<file path="config.mk">
export PLATFORM = sky130hd
export DESIGN_NAME = ctp_timer
export DESIGN_NICKNAME = d
export VERILOG_FILES = /design/src/ctp_prescaler.v /design/src/ctp_timer.v
export VERILOG_INCLUDE_DIRS = /design/src
export SDC_FILE = /design/constraint.sdc
export NUM_CORES = 1
export LEC_CHECK = 0
export BUFFER_PORTS_ARGS = -buffer_cell sky130_fd_sc_hd__buf_4
export CAP_MARGIN = 20
export CORE_MARGIN = 5
export CORE_UTILIZATION = 59
export DETAILED_ROUTE_END_ITERATION = 16
export GPL_ROUTABILITY_DRIVEN = 0
export PLACE_DENSITY = 0.81
export SYNTH_ARGS = -nofsm -noshare
export SYNTH_HDL_FRONTEND = slang
export SYNTH_SLANG_ARGS = --single-unit
</file>
<file path="constraint.sdc">
create_clock -name pclk -period 3.75 [get_ports pclk]
set_clock_uncertainty 0.05 [all_clocks]
set_input_delay 0.1875 -clock pclk [delete_from_list [all_inputs] [get_ports pclk]]
set_output_delay 0.1875 -clock pclk [all_outputs]
set_load 0.01 [all_outputs]
</file>
<file path="src/ctp_consts.vh">
// constants for the cascaded 16-bit timer/pwm block
`ifndef CTP_CONSTS_VH
`define CTP_CONSTS_VH
// ***************************************************
// register byte addresses
// ***************************************************
`define CTP_ADDR_LO_CTRL 12'h000
`define CTP_ADDR_HI_CTRL 12'h004
`define CTP_ADDR_PERIOD_LO 12'h008
`define CTP_ADDR_PERIOD_HI 12'h00C
`define CTP_ADDR_DUTY_LO 12'h010
`define CTP_ADDR_DUTY_HI 12'h014
`define CTP_ADDR_STATUS 12'h018
`define CTP_ADDR_COUNT 12'h01C
// ***************************************************
// control fields
// ***************************************************
`define CTP_LO_CLK_POS 4
`define CTP_LO_CLK_W 3
`define CTP_LO_MODE_POS 0
`define CTP_HI_MODE_POS 0
`define CTP_MODE_W 3
`define CTP_HI_RUN_POS 3
`define CTP_HI_FF_POS 7
`define CTP_HI_TAP_POS 8
// ***************************************************
// mode and clock codes
// ***************************************************
`define CTP_LO_MODE_CASC 3'h3
`define CTP_HI_MODE_TIMER 3'h4
`define CTP_HI_MODE_PWM 3'h6
`define CTP_CLK_SLOW 3'h0
`define CTP_CLK_D7 3'h1
`define CTP_CLK_D5 3'h2
`define CTP_CLK_D3 3'h3
`define CTP_CLK_LOWF 3'h4
`define CTP_CLK_HALF 3'h5
`define CTP_CLK_FULL 3'h6
`define CTP_CLK_EXT 3'h7
// ***************************************************
// reset values and timing
// ***************************************************
`define CTP_RST_BYTE 8'h00
`define CTP_RST_WORD 16'h0000
`define CTP_LOWF_DIV 16'd1220
`define CTP_PRE_W 11
`endif

</file>
<file path="src/ctp_prescaler.v">
// prescaler producing one-cycle tick enables for the timer source clocks
`timescale 1ns/1ps
module ctp_prescaler #(
   parameter LOWF_DIV = 1220
)(
   input wire pclk,
   input wire presetn,
   output reg tick_full,
   output reg tick_half,
   output reg tick_d3,
   output reg tick_d5,
   output reg tick_d7,
   output reg tick_d11,
   output reg tick_lowf,
   output reg tick_lowf_d3
);
   // free running divide chain; main clock stands in for the high clock
   reg [10:0] div_q;
   // low-frequency clock made from the main clock, since there is one clock
   reg [15:0] lowf_q;
   reg [2:0] lowf_div_q;
   wire lowf_wrap;
   assign lowf_wrap = (lowf_q == LOWF_DIV[15:0] - 16'd1);
   // ***************************************************
   // divider chain and tick enables
   // ***************************************************
   always @(posedge pclk or negedge presetn)
   begin
      if (!presetn)
      begin
         div_q <= 11'h000;
         lowf_q <= 16'h0000;
         lowf_div_q <= 3'h0;
         tick_full <= 1'b0;
         tick_half <= 1'b0;
         tick_d3 <= 1'b0;
         tick_d5 <= 1'b0;
         tick_d7 <= 1'b0;
         tick_d11 <= 1'b0;
         tick_lowf <= 1'b0;
         tick_lowf_d3 <= 1'b0;
      end
      else
      begin
         div_q <= div_q + 11'h001;
         lowf_q <= lowf_wrap ? 16'h0000 : lowf_q + 16'h0001;
         if (lowf_wrap)
         begin
            lowf_div_q <= lowf_div_q + 3'h1;
         end
         // a tick fires when the lower bits of the chain all roll over
         tick_full <= 1'b1;
         tick_half <= div_q[0];
         tick_d3 <= &div_q[2:0];
         tick_d5 <= &div_q[4:0];
         tick_d7 <= &div_q[6:0];
         tick_d11 <= &div_q[10:0];
         tick_lowf <= lowf_wrap;
         tick_lowf_d3 <= lowf_wrap & (&lowf_div_q);
      end
   end
endmodule // ctp_prescaler

</file>
<file path="src/ctp_timer.v">
// cascaded 16-bit timer, event counter and pwm unit with apb registers
//
// The register addresses and register access over APB are this design's own decisions.
`timescale 1ns/1ps
`include "ctp_consts.vh"
module ctp_timer #(
   parameter LOWF_DIV = 1220
)(
   input wire pclk,
   input wire presetn,
   input wire psel,
   input wire penable,
   input wire pwrite,
   input wire [11:0] paddr,
   input wire [31:0] pwdata,
   output reg [31:0] prdata,
   output reg pready,
   output reg pslverr,
   input wire event_input,
   input wire slow_clock_mode,
   output reg pwm_out_n,
   output reg match_irq
);
   // ***************************************************
   // registers and state
   // ***************************************************
   reg [7:0] lower_stage_ctrl_q; // clock select and lower mode
   reg [8:0] upper_stage_ctrl_q; // tap select, preset, run, upper mode
   reg [7:0] period_value_lo_q; // period low byte
   reg [7:0] period_value_hi_q; // period high byte
   reg [15:0] duty_active_q; // duty in use by the comparator
   reg [15:0] duty_stage_q; // duty staged by software
   reg duty_pend_q; // staged duty waits for the next irq
   reg [15:0] count_q; // cascaded up-counter
   reg out_ff_q; // output flip-flop
   reg event_q; // last sampled event_input level
   reg irq_seen_q; // sticky copy of match_irq for status reads
   wire tick_full;
   wire tick_half;
   wire tick_d3;
   wire tick_d5;
   wire tick_d7;
   wire tick_d11;
   wire tick_lowf;
   wire tick_lowf_d3;
   // ***************************************************
   // prescaler
   // ***************************************************
   ctp_prescaler #(
      .LOWF_DIV(LOWF_DIV)
   ) u_pre (
      .pclk(pclk),
      .presetn(presetn),
      .tick_full(tick_full),
      .tick_half(tick_half),
      .tick_d3(tick_d3),
      .tick_d5(tick_d5),
      .tick_d7(tick_d7),
      .tick_d11(tick_d11),
      .tick_lowf(tick_lowf),
      .tick_lowf_d3(tick_lowf_d3)
   );
   // ***************************************************
   // mode decode
   // ***************************************************
   wire [2:0] lo_mode;
   wire [2:0] hi_mode;
   wire [2:0] clk_sel;
   wire run;
   wire tap_sel;
   wire cascaded;
   wire mode_timer;
   wire mode_pwm;
   wire mode_event;
   assign lo_mode = lower_stage_ctrl_q[`CTP_LO_MODE_POS +: `CTP_MODE_W];
   assign hi_mode = upper_stage_ctrl_q[`CTP_HI_MODE_POS +: `CTP_MODE_W];
   assign clk_sel = lower_stage_ctrl_q[`CTP_LO_CLK_POS +: `CTP_LO_CLK_W];
   assign run = upper_stage_ctrl_q[`CTP_HI_RUN_POS];
   assign tap_sel = upper_stage_ctrl_q[`CTP_HI_TAP_POS];
   assign cascaded = (lo_mode == `CTP_LO_MODE_CASC);
   assign mode_timer = cascaded && (hi_mode == `CTP_HI_MODE_TIMER)
      && (clk_sel != `CTP_CLK_EXT);
   // event counting is timer mode fed by the external pin
   assign mode_event = cascaded && (hi_mode == `CTP_HI_MODE_TIMER)
      && (clk_sel == `CTP_CLK_EXT);
   assign mode_pwm = cascaded && (hi_mode == `CTP_HI_MODE_PWM);
   // ***************************************************
   // source clock select
   // ***************************************************
   // event_q resets high like the idle pin, so reset makes no false fall
   // falling edge
   wire event_fall;
   assign event_fall = event_q & ~event_input;
   // limitation: in slow mode the fast-clock taps give no ticks at all
   reg src_tick;
   always @*
   begin
      case (clk_sel)
         `CTP_CLK_SLOW: src_tick = (tap_sel || slow_clock_mode) ? tick_lowf_d3 : tick_d11;
         `CTP_CLK_D7: src_tick = tick_d7 & ~slow_clock_mode;
         `CTP_CLK_D5: src_tick = tick_d5 & ~slow_clock_mode;
         `CTP_CLK_D3: src_tick = tick_d3 & ~slow_clock_mode;
         `CTP_CLK_LOWF: src_tick = mode_pwm & tick_lowf;
         `CTP_CLK_HALF: src_tick = mode_pwm & tick_half & ~slow_clock_mode;
         `CTP_CLK_FULL: src_tick = mode_pwm & tick_full & ~slow_clock_mode;
         `CTP_CLK_EXT: src_tick = event_fall;
         default: src_tick = 1'b0;
      endcase
   end
   // ***************************************************
   // counter events
   // ***************************************************
   wire [15:0] period;
   wire step;
   wire period_hit;
   wire duty_hit;
   wire overflow;
   wire cycle_end;
   assign period = {period_value_hi_q, period_value_lo_q};
   assign step = run && src_tick && (mode_timer || mode_event || mode_pwm);
   // live period
   // the hit is taken on the tick that would reach the period, so one
   // interval is exactly period ticks; a period of zero gives 65536 ticks
   assign period_hit = (mode_timer || mode_event) && step
      && (count_q + 16'h0001 == period);
   assign duty_hit = mode_pwm && step && (count_q == duty_active_q);
   assign overflow = mode_pwm && step && (count_q == 16'hFFFF);
   assign cycle_end = period_hit || overflow;
   // ***************************************************
   // apb decode
   // ***************************************************
   wire acc;
   wire wr;
   wire known;
   assign acc = psel && penable;
   assign wr = acc && pwrite;
   // unaligned or unlisted addresses are refused with pslverr
   assign known = (paddr == `CTP_ADDR_LO_CTRL) || (paddr == `CTP_ADDR_HI_CTRL)
      || (paddr == `CTP_ADDR_PERIOD_LO) || (paddr == `CTP_ADDR_PERIOD_HI)
      || (paddr == `CTP_ADDR_DUTY_LO) || (paddr == `CTP_ADDR_DUTY_HI)
      || (paddr == `CTP_ADDR_STATUS) || (paddr == `CTP_ADDR_COUNT);
   wire wr_hi_ctrl;
   wire wr_duty_lo;
   wire wr_duty_hi;
   wire ff_write;
   assign wr_hi_ctrl = wr && (paddr == `CTP_ADDR_HI_CTRL);
   assign wr_duty_lo = wr && (paddr == `CTP_ADDR_DUTY_LO);
   assign wr_duty_hi = wr && (paddr == `CTP_ADDR_DUTY_HI);
   // preset only when the write does not itself stop a running timer
   // no preset on stop
   assign ff_write = wr_hi_ctrl && !(run && !pwdata[`CTP_HI_RUN_POS]);
   // ***************************************************
   // control and period registers
   // ***************************************************
   always @(posedge pclk or negedge presetn)
   begin
      if (!presetn)
      begin
         lower_stage_ctrl_q <= `CTP_RST_BYTE;
         upper_stage_ctrl_q <= 9'h000;
         period_value_lo_q <= `CTP_RST_BYTE;
         period_value_hi_q <= `CTP_RST_BYTE;
      end
      else if (wr)
      begin
         case (paddr)
            `CTP_ADDR_LO_CTRL: lower_stage_ctrl_q <= pwdata[7:0];
            `CTP_ADDR_HI_CTRL: upper_stage_ctrl_q <= pwdata[8:0];
            `CTP_ADDR_PERIOD_LO: period_value_lo_q <= pwdata[7:0];
            `CTP_ADDR_PERIOD_HI: period_value_hi_q <= pwdata[7:0];
            // status and count are read-only; writes there are dropped
            default: lower_stage_ctrl_q <= lower_stage_ctrl_q;
         endcase
      end
   end
   // ***************************************************
   // duty double buffer
   // ***************************************************
   // the low byte always stages; the high byte write completes the pair
   // limitation: a lone low-byte write while running never goes live
   always @(posedge pclk or negedge presetn)
   begin
      if (!presetn)
      begin
         duty_stage_q <= `CTP_RST_WORD;
         duty_active_q <= `CTP_RST_WORD;
         duty_pend_q <= 1'b0;
      end
      else
      begin
         if (wr_duty_lo)
         begin
            duty_stage_q[7:0] <= pwdata[7:0];
         end
         if (wr_duty_hi)
         begin
            duty_stage_q[15:8] <= pwdata[7:0];
         end
         if (!(run && mode_pwm) && (wr_duty_lo || wr_duty_hi))
         begin
            duty_active_q <= wr_duty_hi ? {pwdata[7:0], duty_stage_q[7:0]}
               : {duty_active_q[15:8], pwdata[7:0]};
            duty_pend_q <= 1'b0;
         end
         else if (overflow && (duty_pend_q || wr_duty_hi))
         begin
            // a write landing on the irq cycle may move a mixed value
            duty_active_q <= wr_duty_hi ? {pwdata[7:0], duty_stage_q[7:0]} : duty_stage_q;
            duty_pend_q <= 1'b0;
         end
         else if (wr_duty_hi)
         begin
            duty_pend_q <= 1'b1;
         end
      end
   end
   // ***************************************************
   // counter, output ff, irq
   // ***************************************************
   always @(posedge pclk or negedge presetn)
   begin
      if (!presetn)
      begin
         count_q <= `CTP_RST_WORD;
         event_q <= 1'b1;
         out_ff_q <= 1'b0;
         pwm_out_n <= 1'b1;
         match_irq <= 1'b0;
         irq_seen_q <= 1'b0;
      end
      else
      begin
         event_q <= event_input;
         match_irq <= cycle_end;
         // a cleared count restarts from zero at the next source tick
         // clear then recount
         if (cycle_end)
         begin
            count_q <= `CTP_RST_WORD;
         end
         else if (step)
         begin
            count_q <= count_q + 16'h0001;
         end
         if (ff_write)
         begin
            out_ff_q <= pwdata[`CTP_HI_FF_POS];
            pwm_out_n <= ~pwdata[`CTP_HI_FF_POS];
         end
         else if (duty_hit != overflow)
         begin
            out_ff_q <= ~out_ff_q;
            pwm_out_n <= out_ff_q;
         end
         else
         begin
            pwm_out_n <= ~out_ff_q;
         end
         // set wins over a status read that clears
         if (cycle_end)
         begin
            irq_seen_q <= 1'b1;
         end
         else if (acc && !pwrite && (paddr == `CTP_ADDR_STATUS))
         begin
            irq_seen_q <= 1'b0;
         end
      end
   end
   // ***************************************************
   // apb read and response
   // ***************************************************
   reg [31:0] rd_d;
   always @*
   begin
      rd_d = 32'h00000000;
      case (paddr)
         `CTP_ADDR_LO_CTRL: rd_d[7:0] = lower_stage_ctrl_q;
         `CTP_ADDR_HI_CTRL: rd_d[8:0] = upper_stage_ctrl_q;
         `CTP_ADDR_PERIOD_LO: rd_d[7:0] = period_value_lo_q;
         `CTP_ADDR_PERIOD_HI: rd_d[7:0] = period_value_hi_q;
         `CTP_ADDR_DUTY_LO: rd_d[7:0] = duty_active_q[7:0];
         `CTP_ADDR_DUTY_HI: rd_d[7:0] = duty_active_q[15:8];
         `CTP_ADDR_STATUS: rd_d[2:0] = {duty_pend_q, out_ff_q, irq_seen_q};
         `CTP_ADDR_COUNT: rd_d[15:0] = count_q;
         default: rd_d = 32'h00000000;
      endcase
   end
   // no wait state: ready rises in the first access cycle
   // prdata is zero outside the answer so stale data never leaks
   always @(posedge pclk or negedge presetn)
   begin
      if (!presetn)
      begin
         pready <= 1'b0;
         pslverr <= 1'b0;
         prdata <= 32'h00000000;
      end
      else
      begin
         pready <= psel && !penable;
         pslverr <= psel && !penable && !known;
         prdata <= (psel && !penable && !pwrite) ? rd_d : 32'h00000000;
      end
   end
endmodule // ctp_timer

</file>
==> results of run 1 <==
==> cell usage after synthesis (6+ instances only) <==
master	instances	area, um2
sky130_fd_sc_hd__mux2i_1	14	140.1
sky130_fd_sc_hd__xnor2_1	40	350.3
sky130_fd_sc_hd__nor4_1	12	75.07
sky130_fd_sc_hd__o21ai_0	38	190.2
sky130_fd_sc_hd__clkbuf_1	20	75.07
sky130_fd_sc_hd__buf_4	19	142.6
sky130_fd_sc_hd__a21oi_1	15	75.07
sky130_fd_sc_hd__xor2_1	16	140.1
sky130_fd_sc_hd__a211oi_1	8	60.06
sky130_fd_sc_hd__ha_1	7	87.58
sky130_fd_sc_hd__and3_1	17	106.4
sky130_fd_sc_hd__o21ai_1	6	30.03
sky130_fd_sc_hd__dfrtp_1	141	3528
sky130_fd_sc_hd__o31ai_1	9	67.56
sky130_fd_sc_hd__mux2_2	38	427.9
sky130_fd_sc_hd__nand4_1	15	93.84
sky130_fd_sc_hd__nand3_1	15	75.07
sky130_fd_sc_hd__inv_1	23	86.33
sky130_fd_sc_hd__buf_6	7	78.83
sky130_fd_sc_hd__nor2_1	56	210.2
sky130_fd_sc_hd__nor2b_1	7	43.79
sky130_fd_sc_hd__nand2_1	52	195.2
sky130_fd_sc_hd__mux4_2	6	135.1
sky130_fd_sc_hd__a222oi_1	6	60.06
sky130_fd_sc_hd__a22o_1	16	140.1
sky130_fd_sc_hd__and2_1	9	56.30
sky130_fd_sc_hd__nor3_1	20	100.1
==> power by group <==
| group | switching [mW] | leakage, nW | total (mW) | internal, mW |
|---|---|---|---|---|
| Combinational | 0.0783 | 1.69 | 0.117 | 0.0391 |
| Clock | 0.577 | 0.237 | 1.41 | 0.834 |
| Sequential | 0.00204 | 1.92 | 1.55 | 1.55 |
==> registers in the layout (all words and copies together), names as in the netlist, 3 cells and up <==
register            flops
duty_stage_q           16
u_pre.lowf_div_q        3
period_value_hi_q       8
upper_stage_ctrl_q      9
period_value_lo_q       8
u_pre.div_q            11
lower_stage_ctrl_q      8
duty_active_q          16
u_pre.lowf_q           16
prdata                 16
count_q                16
==> routing by layer <==
| metal | up-vias | GRT usage | wire [um] |
|---|---|---|---|
| li1 | 2601 | - | - |
| met1 | 2845 | 0.3384 | 7396 |
| met2 | 278 | 0.4081 | 8670 |
| met3 | 51 | 0.05942 | 1557 |
| met4 | 0 | 0.1337 | 629 |
| met5 | - | 0 | 0 |
==> stage by stage <==
stage	cell area (um2)	setup WS (ns)	util	hold slack (ns)
2_1_floorplan	7471	0.9095	-	-0.1581
3_3_place_gp	7811	0.5230	0.6266	0.1968
3_5_place_dp	7811	0.4559	0.6266	0.2052
4_1_cts	8374	0.4164	0.6718	0.003706
5_1_grt	8374	0.2662	0.6718	0.01646
6_report	8374	0.3719	0.6718	0.01778
==> layout make-up <==
class	count	area (um2)
fillers	920	4091
flip-flops and latches	143	3581
multi-input cells	502	3475
repair buffers	68	534.3
clock buffers	27	462.9
well taps	172	215.2
inverters	23	86.33
clock inverters	4	20.02
==> logic make-up after synthesis <==
logic type / count (synthesis) / synth area share
flops: 143 / 0.4830
mux: 59 / 0.09635
compound gates: 130 / 0.1215
simple gates: 232 / 0.1627
xor+xnor: 56 / 0.06615
buf+inv: 76 / 0.05602
other cells: 2 / 0.001013
fa+ha+maj: 8 / 0.01333
==> what timing repair did <==
action                     4_1_cts  5_1_grt
setup endpoints to repair        0        0
resized for setup                0        0
hold buffers                     8        0
hold endpoints to repair        83        0
==> worst max-delay path, delay by kind of cell, from the launching register on <==
kind,cells,cell delay (ns)
AND/OR/NAND/NOR,4,1.60
flip-flops,1,0.53
adder cells (fa/ha/maj),1,0.37
AO/OA/AOI/OAI,2,0.27
buffers and inverters,1,0.25
XOR/XNOR,1,0.18
==> final timing paths <==
path	startpoint	to	cells past startpoint
worst max-delay path	count_q[0]$_DFFE_PN0P_	count_q[5]$_DFFE_PN0P_	9
worst min-delay path	pwdata[4]	lower_stage_ctrl_q[4]$_DFFE_PN0P_	2
worst max register to register	count_q[0]$_DFFE_PN0P_	count_q[5]$_DFFE_PN0P_	9
worst min register to register	u_pre.div_q[0]$_DFF_PN0_	u_pre.tick_half$_DFF_PN0_	0
max in group asynchronous	presetn	pwm_out_n$_DFF_PN1_	3
min in group asynchronous	presetn	count_q[8]$_DFFE_PN0P_	2
==> out/qor.yml, run 1 <==
final_layout:
  layout-drive-gt1-share: 0.1786
  fin_nets: 813
  layout_common_cells: "141 x sky130_fd_sc_hd__dfrtp_1, 59 x sky130_fd_sc_hd__buf_4, 56 x sky130_fd_sc_hd__nor2_1"
  mostFrequentLayoutCell: "sky130_fd_sc_hd__dfrtp_1"
  antenna_diode_count: 0
  filler_free_cell_count_of_the_finished_design: 939
  area_delta_synth_final_pct: 12.94
setup_path:
  path_class: "reg2reg"
  crit_path_max_fanout: 9
  cp_cell_sequence: "ha_1, nand3_2, or4_1, xnor2_1, nor4_1, and4_1, buf_4, o31ai_1, a22o_1"
  setup.worst_path.end_class: "flip-flop"
  critical_path.startpoint_type: "flip-flop"
  cp.required_ns: 4.01
  cp_slowest_cell: "sky130_fd_sc_hd__or4_1"
  timing.critical_path.slowest_cell_delay_ns: 0.61
  critPathArrivalTime_ns: 3.64
  r2r_slack_ns: 0.37
yosys:
  synthesized_cell_area_mm2: 0.007415
  synth_async_sr_flop_share: 1.000
  synth.yosys.warnings: 0
  synth.ff_latch_count: 143
  synth-seq-area-share: 0.4830
  synth.distinct_cells: 66
  synth_flop_cell: "sky130_fd_sc_hd__dfrtp_1"
  postSynthCellCount: 706
  synth_area_per_cell_um2: 10.50
  number_of_synthesized_flops_with_an_enable_pin: 0
placement:
  post-dp-hpwl_um: 12840
  place_inst: 900
  count_of_input_and_output_buffers: 47
global_route:
  grt_overflow_total: 0
  via_count_of_the_first_global_routing_pass: 5804
  grt_overall_usage: 0.2595
  maximum_number_of_pins_on_one_net_before_global_route_repair: 77
  grt_antenna_before_repair: 0
  grt_first_pass_wirelength_um: 29450
clock_network:
  clock-sinks: 143
  clockBufferDepth: 2
  tritoncts.num_buffers: 17
  post-cts-setup-buffers: 0
  path_clk_slew_ns: 0.05
  htree_num_levels: 4
  clock-root-buffer: "sky130_fd_sc_hd__clkbuf_16"
  insertion_delay_ns: 0.43
  cts_tree: "yes"
sta:
  timing.max_slew.rel_slack: 0.3416
  period_share: 0.9008
  maxClockFrequency_mhz: 296.0
  unrepaired_setup_endpoints_after_global_routing: "false"
  period_minus_slack_ns: 3.378
  tightest_slew_ns: 0.9811
  report.final.setup_viol: 0
  timing_max_transition_violations_final: 0
  fin_setup_tns_ns: 0
  timing_hold_violations_final: 0
detailed_routing:
  wirelength_um: 18250
  post_drt_antenna_nets: 0
  remaining_drc_errors: 0
  drt_first_iter_violations: 541
  vias: 5775
  avgViaCountPerCell: 6.150
  drt_pass1_iterations: 7
  dr_wl_cell_um: 19.44
power_and_ir_drop:
  irDropWorstVdd_mv: 0.3246
  cellPowerDensity_mw_per_mm2: 367.7
  finalPower_mw: 3.079
  p_leak_nw: 3.847
worst_hold_path:
  worstHoldPathType: "in2reg"
job:
  cap_viol_max_count: 0
floorplanning:
  fp.dieH_um: 122.1
  die_w_um: 122.1
  floorplan.die_area_mm2: 0.01491
  rows: 41
  ios: 87
  core_area_mm2: 0.01247
  initial_cell_density_of_the_core: 0.5948
status:
  status: "completed"
Power figures use the tool's default switching activity.
==> inputs of run 2 (changes only) <==
PLACE_DENSITY = unset   (was 0.81)
PLACE_DENSITY_LB_ADDON = 0.3   (was unset)
==> out/qor.yml, run 2 (synthesis results as in run 1) <==
status:
  status: "completed"
final_layout:
  final-seq-area_mm2: 0.003581  # unchanged
  fill_cells: 928  # +0.87%
  multi_input_gate_area_mm2: 0.003475  # unchanged
  mostFrequentLayoutCell: "sky130_fd_sc_hd__dfrtp_1"
  layout_common_cells: "141 x sky130_fd_sc_hd__dfrtp_1, 56 x sky130_fd_sc_hd__nor2_1, 55 x sky130_fd_sc_hd__buf_4"
  fin_nets: 811  # -0.25%
  layout-drive-gt1-share: 0.1880  # +0.009372
  area_delta_synth_final_pct: 15.14
  antenna_diode_count: 0  # unchanged
  final_area_mm2: 0.008537  # +1.9%
  filler_free_cell_count_of_the_finished_design: 938  # -0.11%
setup_path:
  setup.worst_path.end_class: "flip-flop"
  critical_path.startpoint_type: "flip-flop"
  worst-r2r-cell-count: 8  # -1
  cp.required_ns: 4.01  # about the same
  critPathArrivalTime_ns: 3.50  # -0.14 ns
  reg2reg_from: "count_q[3]$_DFFE_PN0P_"
  crit_path_max_fanout: 15  # +6
  crit-reg2reg-capture: "count_q[13]$_DFFE_PN0P_"
  r2r_slack_ns: 0.51  # +0.14 ns
  path_class: "reg2reg"
detailed_routing:
  wirelength_um: 18370  # +0.65%
  drt_pass1_iterations: 5  # -2
  dr_wl_cell_um: 19.59  # +0.76%
  post_drt_antenna_nets: 0  # unchanged
  remaining_drc_errors: 0  # unchanged
  avgViaCountPerCell: 6.119  # -0.50%
  vias: 5740  # -0.61%
  drt_first_iter_violations: 670  # +24%
global_route:
  maximum_number_of_pins_on_one_net_before_global_route_repair: 144  # +87%
  globalRouteMet1Util: 0.3178  # -0.02060
  grt_antenna_before_repair: 0  # unchanged
  grt_overall_usage: 0.2597  # about the same
  grt_first_pass_wirelength_um: 29480  # +0.12%
  grt_overflow_total: 0  # unchanged
  grt_busiest_layer: "met2"
  grt.met3_usage: 0.06453  # +0.005107
  via_count_of_the_first_global_routing_pass: 5844  # +0.69%
  grtUsageMet2: 0.4247  # +0.01657
clock_network:
  clock-root-buffer: "sky130_fd_sc_hd__clkbuf_16"
  htree_num_levels: 4  # unchanged
  post-cts-setup-buffers: 0  # unchanged
  tritoncts.num_buffers: 17  # unchanged
  cts_tree: "yes"
  clockBufferDepth: 2  # unchanged
  clock-sinks: 143  # unchanged
  path_clk_slew_ns: 0.06  # about the same
  insertion_delay_ns: 0.42  # about the same
sta:
  unrepaired_setup_endpoints_after_global_routing: "false"
  period_minus_slack_ns: 3.242  # -0.1357 ns
  period_share: 0.8646  # -0.03618
  report.final.setup_viol: 0  # unchanged
  maxClockFrequency_mhz: 308.4  # +4.2%
  tightest_slew_ns: 0.9394  # -0.04168 ns
  timing_max_transition_violations_final: 0  # unchanged
  timing_hold_violations_final: 0  # unchanged
  timing.max_slew.rel_slack: 0.3695  # +0.02798
  fin_setup_tns_ns: 0  # unchanged
floorplanning:
  ios: 87  # unchanged
  fp.dieH_um: 122.1  # unchanged
  rows: 41  # unchanged
  floorplan.die_area_mm2: 0.01491  # unchanged
  core_area_mm2: 0.01247  # unchanged
  initial_cell_density_of_the_core: 0.5948  # unchanged
  die_w_um: 122.1  # unchanged
power_and_ir_drop:
  irDropWorstVdd_mv: 0.3172  # -2.3%
  internal_power_mw: 2.766  # +14%
  p_leak_nw: 3.905  # +1.5%
  cellPowerDensity_mw_per_mm2: 409.1  # +11%
  sequentialPowerShare: 0.444  # -0.060
  power.share.switching: 0.2079  # -0.005646
  proportion_of_power_drawn_by_the_clock_network: 0.522  # +0.064
  combPwrFrac: 0.034  # -0.004
  switching_power_mw: 0.7261  # +10%
worst_hold_path:
  hp-start: "paddr[6]"
  worst_hold_path.endpoint: "pslverr$_DFF_PN0_"
  timing.hold.worst_path_depth: 3  # +1
  worstHoldPathType: "in2reg"
placement:
  dpl-instance-area_mm2: 0.007801  # -0.13%
  count_of_input_and_output_buffers: 47  # unchanged
  post-dp-hpwl_um: 12970  # +1.0%
  place_inst: 897  # -0.33%
job:
  cap_viol_max_count: 0  # unchanged
run 2: changes by cell type in the layout (fill, tap and decap cells not counted), sizes merged:
cell | previous run | this run
dlygate4sd3 | 8 | 9
bufinv | 0 | 5
clkbuf | 27 | 18
clkinv | 4 | 5
clkinvlp | 0 | 4
buf | 60 | 57
run 2: power groups by stage:
stage	combinational, mW	clock [mW]	sequential (mW)
after global placement	0.107	0	1.58
after detailed placement	0.110	0	1.58
final	0.118	1.82	1.55
after floorplan	0.0474	0	1.58
after CTS	0.118	1.84	1.55
after global routing	0.132	1.92	1.55
run 2: what timing repair did:
action | CTS | global route
gates resized for setup | 0 | 0
hold buffers | 9 | 0
endpoints found under the hold margin | 151 | 0
run 2: metrics by stage:
stage / hold WS (ns) / util / setup slack, ns / total power [mW]
2_1_floorplan: -0.1581 / - / 0.9095 / 1.625
3_3_place_gp: 0.2587 / 0.6258 / 0.6090 / 1.684
3_5_place_dp: 0.2567 / 0.6258 / 0.5251 / 1.687
4_1_cts: 0.002387 / 0.6848 / 0.5273 / 3.510
5_1_grt: 0.01676 / 0.6848 / 0.2739 / 3.596
6_report: 0.005926 / 0.6848 / 0.5076 / 3.493
run 2: worst max-delay path: stages, from the launching register on:
cell,delay [ns]
sky130_fd_sc_hd__dfrtp_1,0.60
sky130_fd_sc_hd__nand4_1,0.43
sky130_fd_sc_hd__o31a_1,0.40
sky130_fd_sc_hd__or3_1,0.38
sky130_fd_sc_hd__a222oi_1,0.35
sky130_fd_sc_hd__and4_1,0.33
sky130_fd_sc_hd__buf_4,0.25
sky130_fd_sc_hd__o31ai_1,0.09
sky130_fd_sc_hd__a22o_1,0.25
run 2: area by class of cell:
type	instances	area share
timing repair buffer	66	0.06258
multi-input combinational	502	0.4070
sequential	143	0.4195
clock buffer	18	0.05027
tap	172	0.02521
clock inverter	14	0.02536
inverter	23	0.01011
run 2: worst max path at each step:
stage,cells after the start,startpoint,to
after CTS,9,count_q[0]$_DFFE_PN0P_,count_q[13]$_DFFE_PN0P_
after global placement,9,count_q[0]$_DFFE_PN0P_,count_q[13]$_DFFE_PN0P_
final,8,count_q[3]$_DFFE_PN0P_,count_q[13]$_DFFE_PN0P_
after floorplan,9,count_q[1]$_DFFE_PN0P_,duty_active_q[6]$_DFFE_PN0P_
after detailed placement,9,count_q[0]$_DFFE_PN0P_,count_q[13]$_DFFE_PN0P_
after global routing,8,count_q[2]$_DFFE_PN0P_,count_q[13]$_DFFE_PN0P_
run 2: layer usage:
| layer | wire length (um) | vias to the layer above |
|---|---|---|
| met5 | 0 | - |
| met4 | 809 | 0 |
| met3 | 1470 | 68 |
| met2 | 8875 | 283 |
| met1 | 7217 | 2790 |
| li1 | - | 2599 |
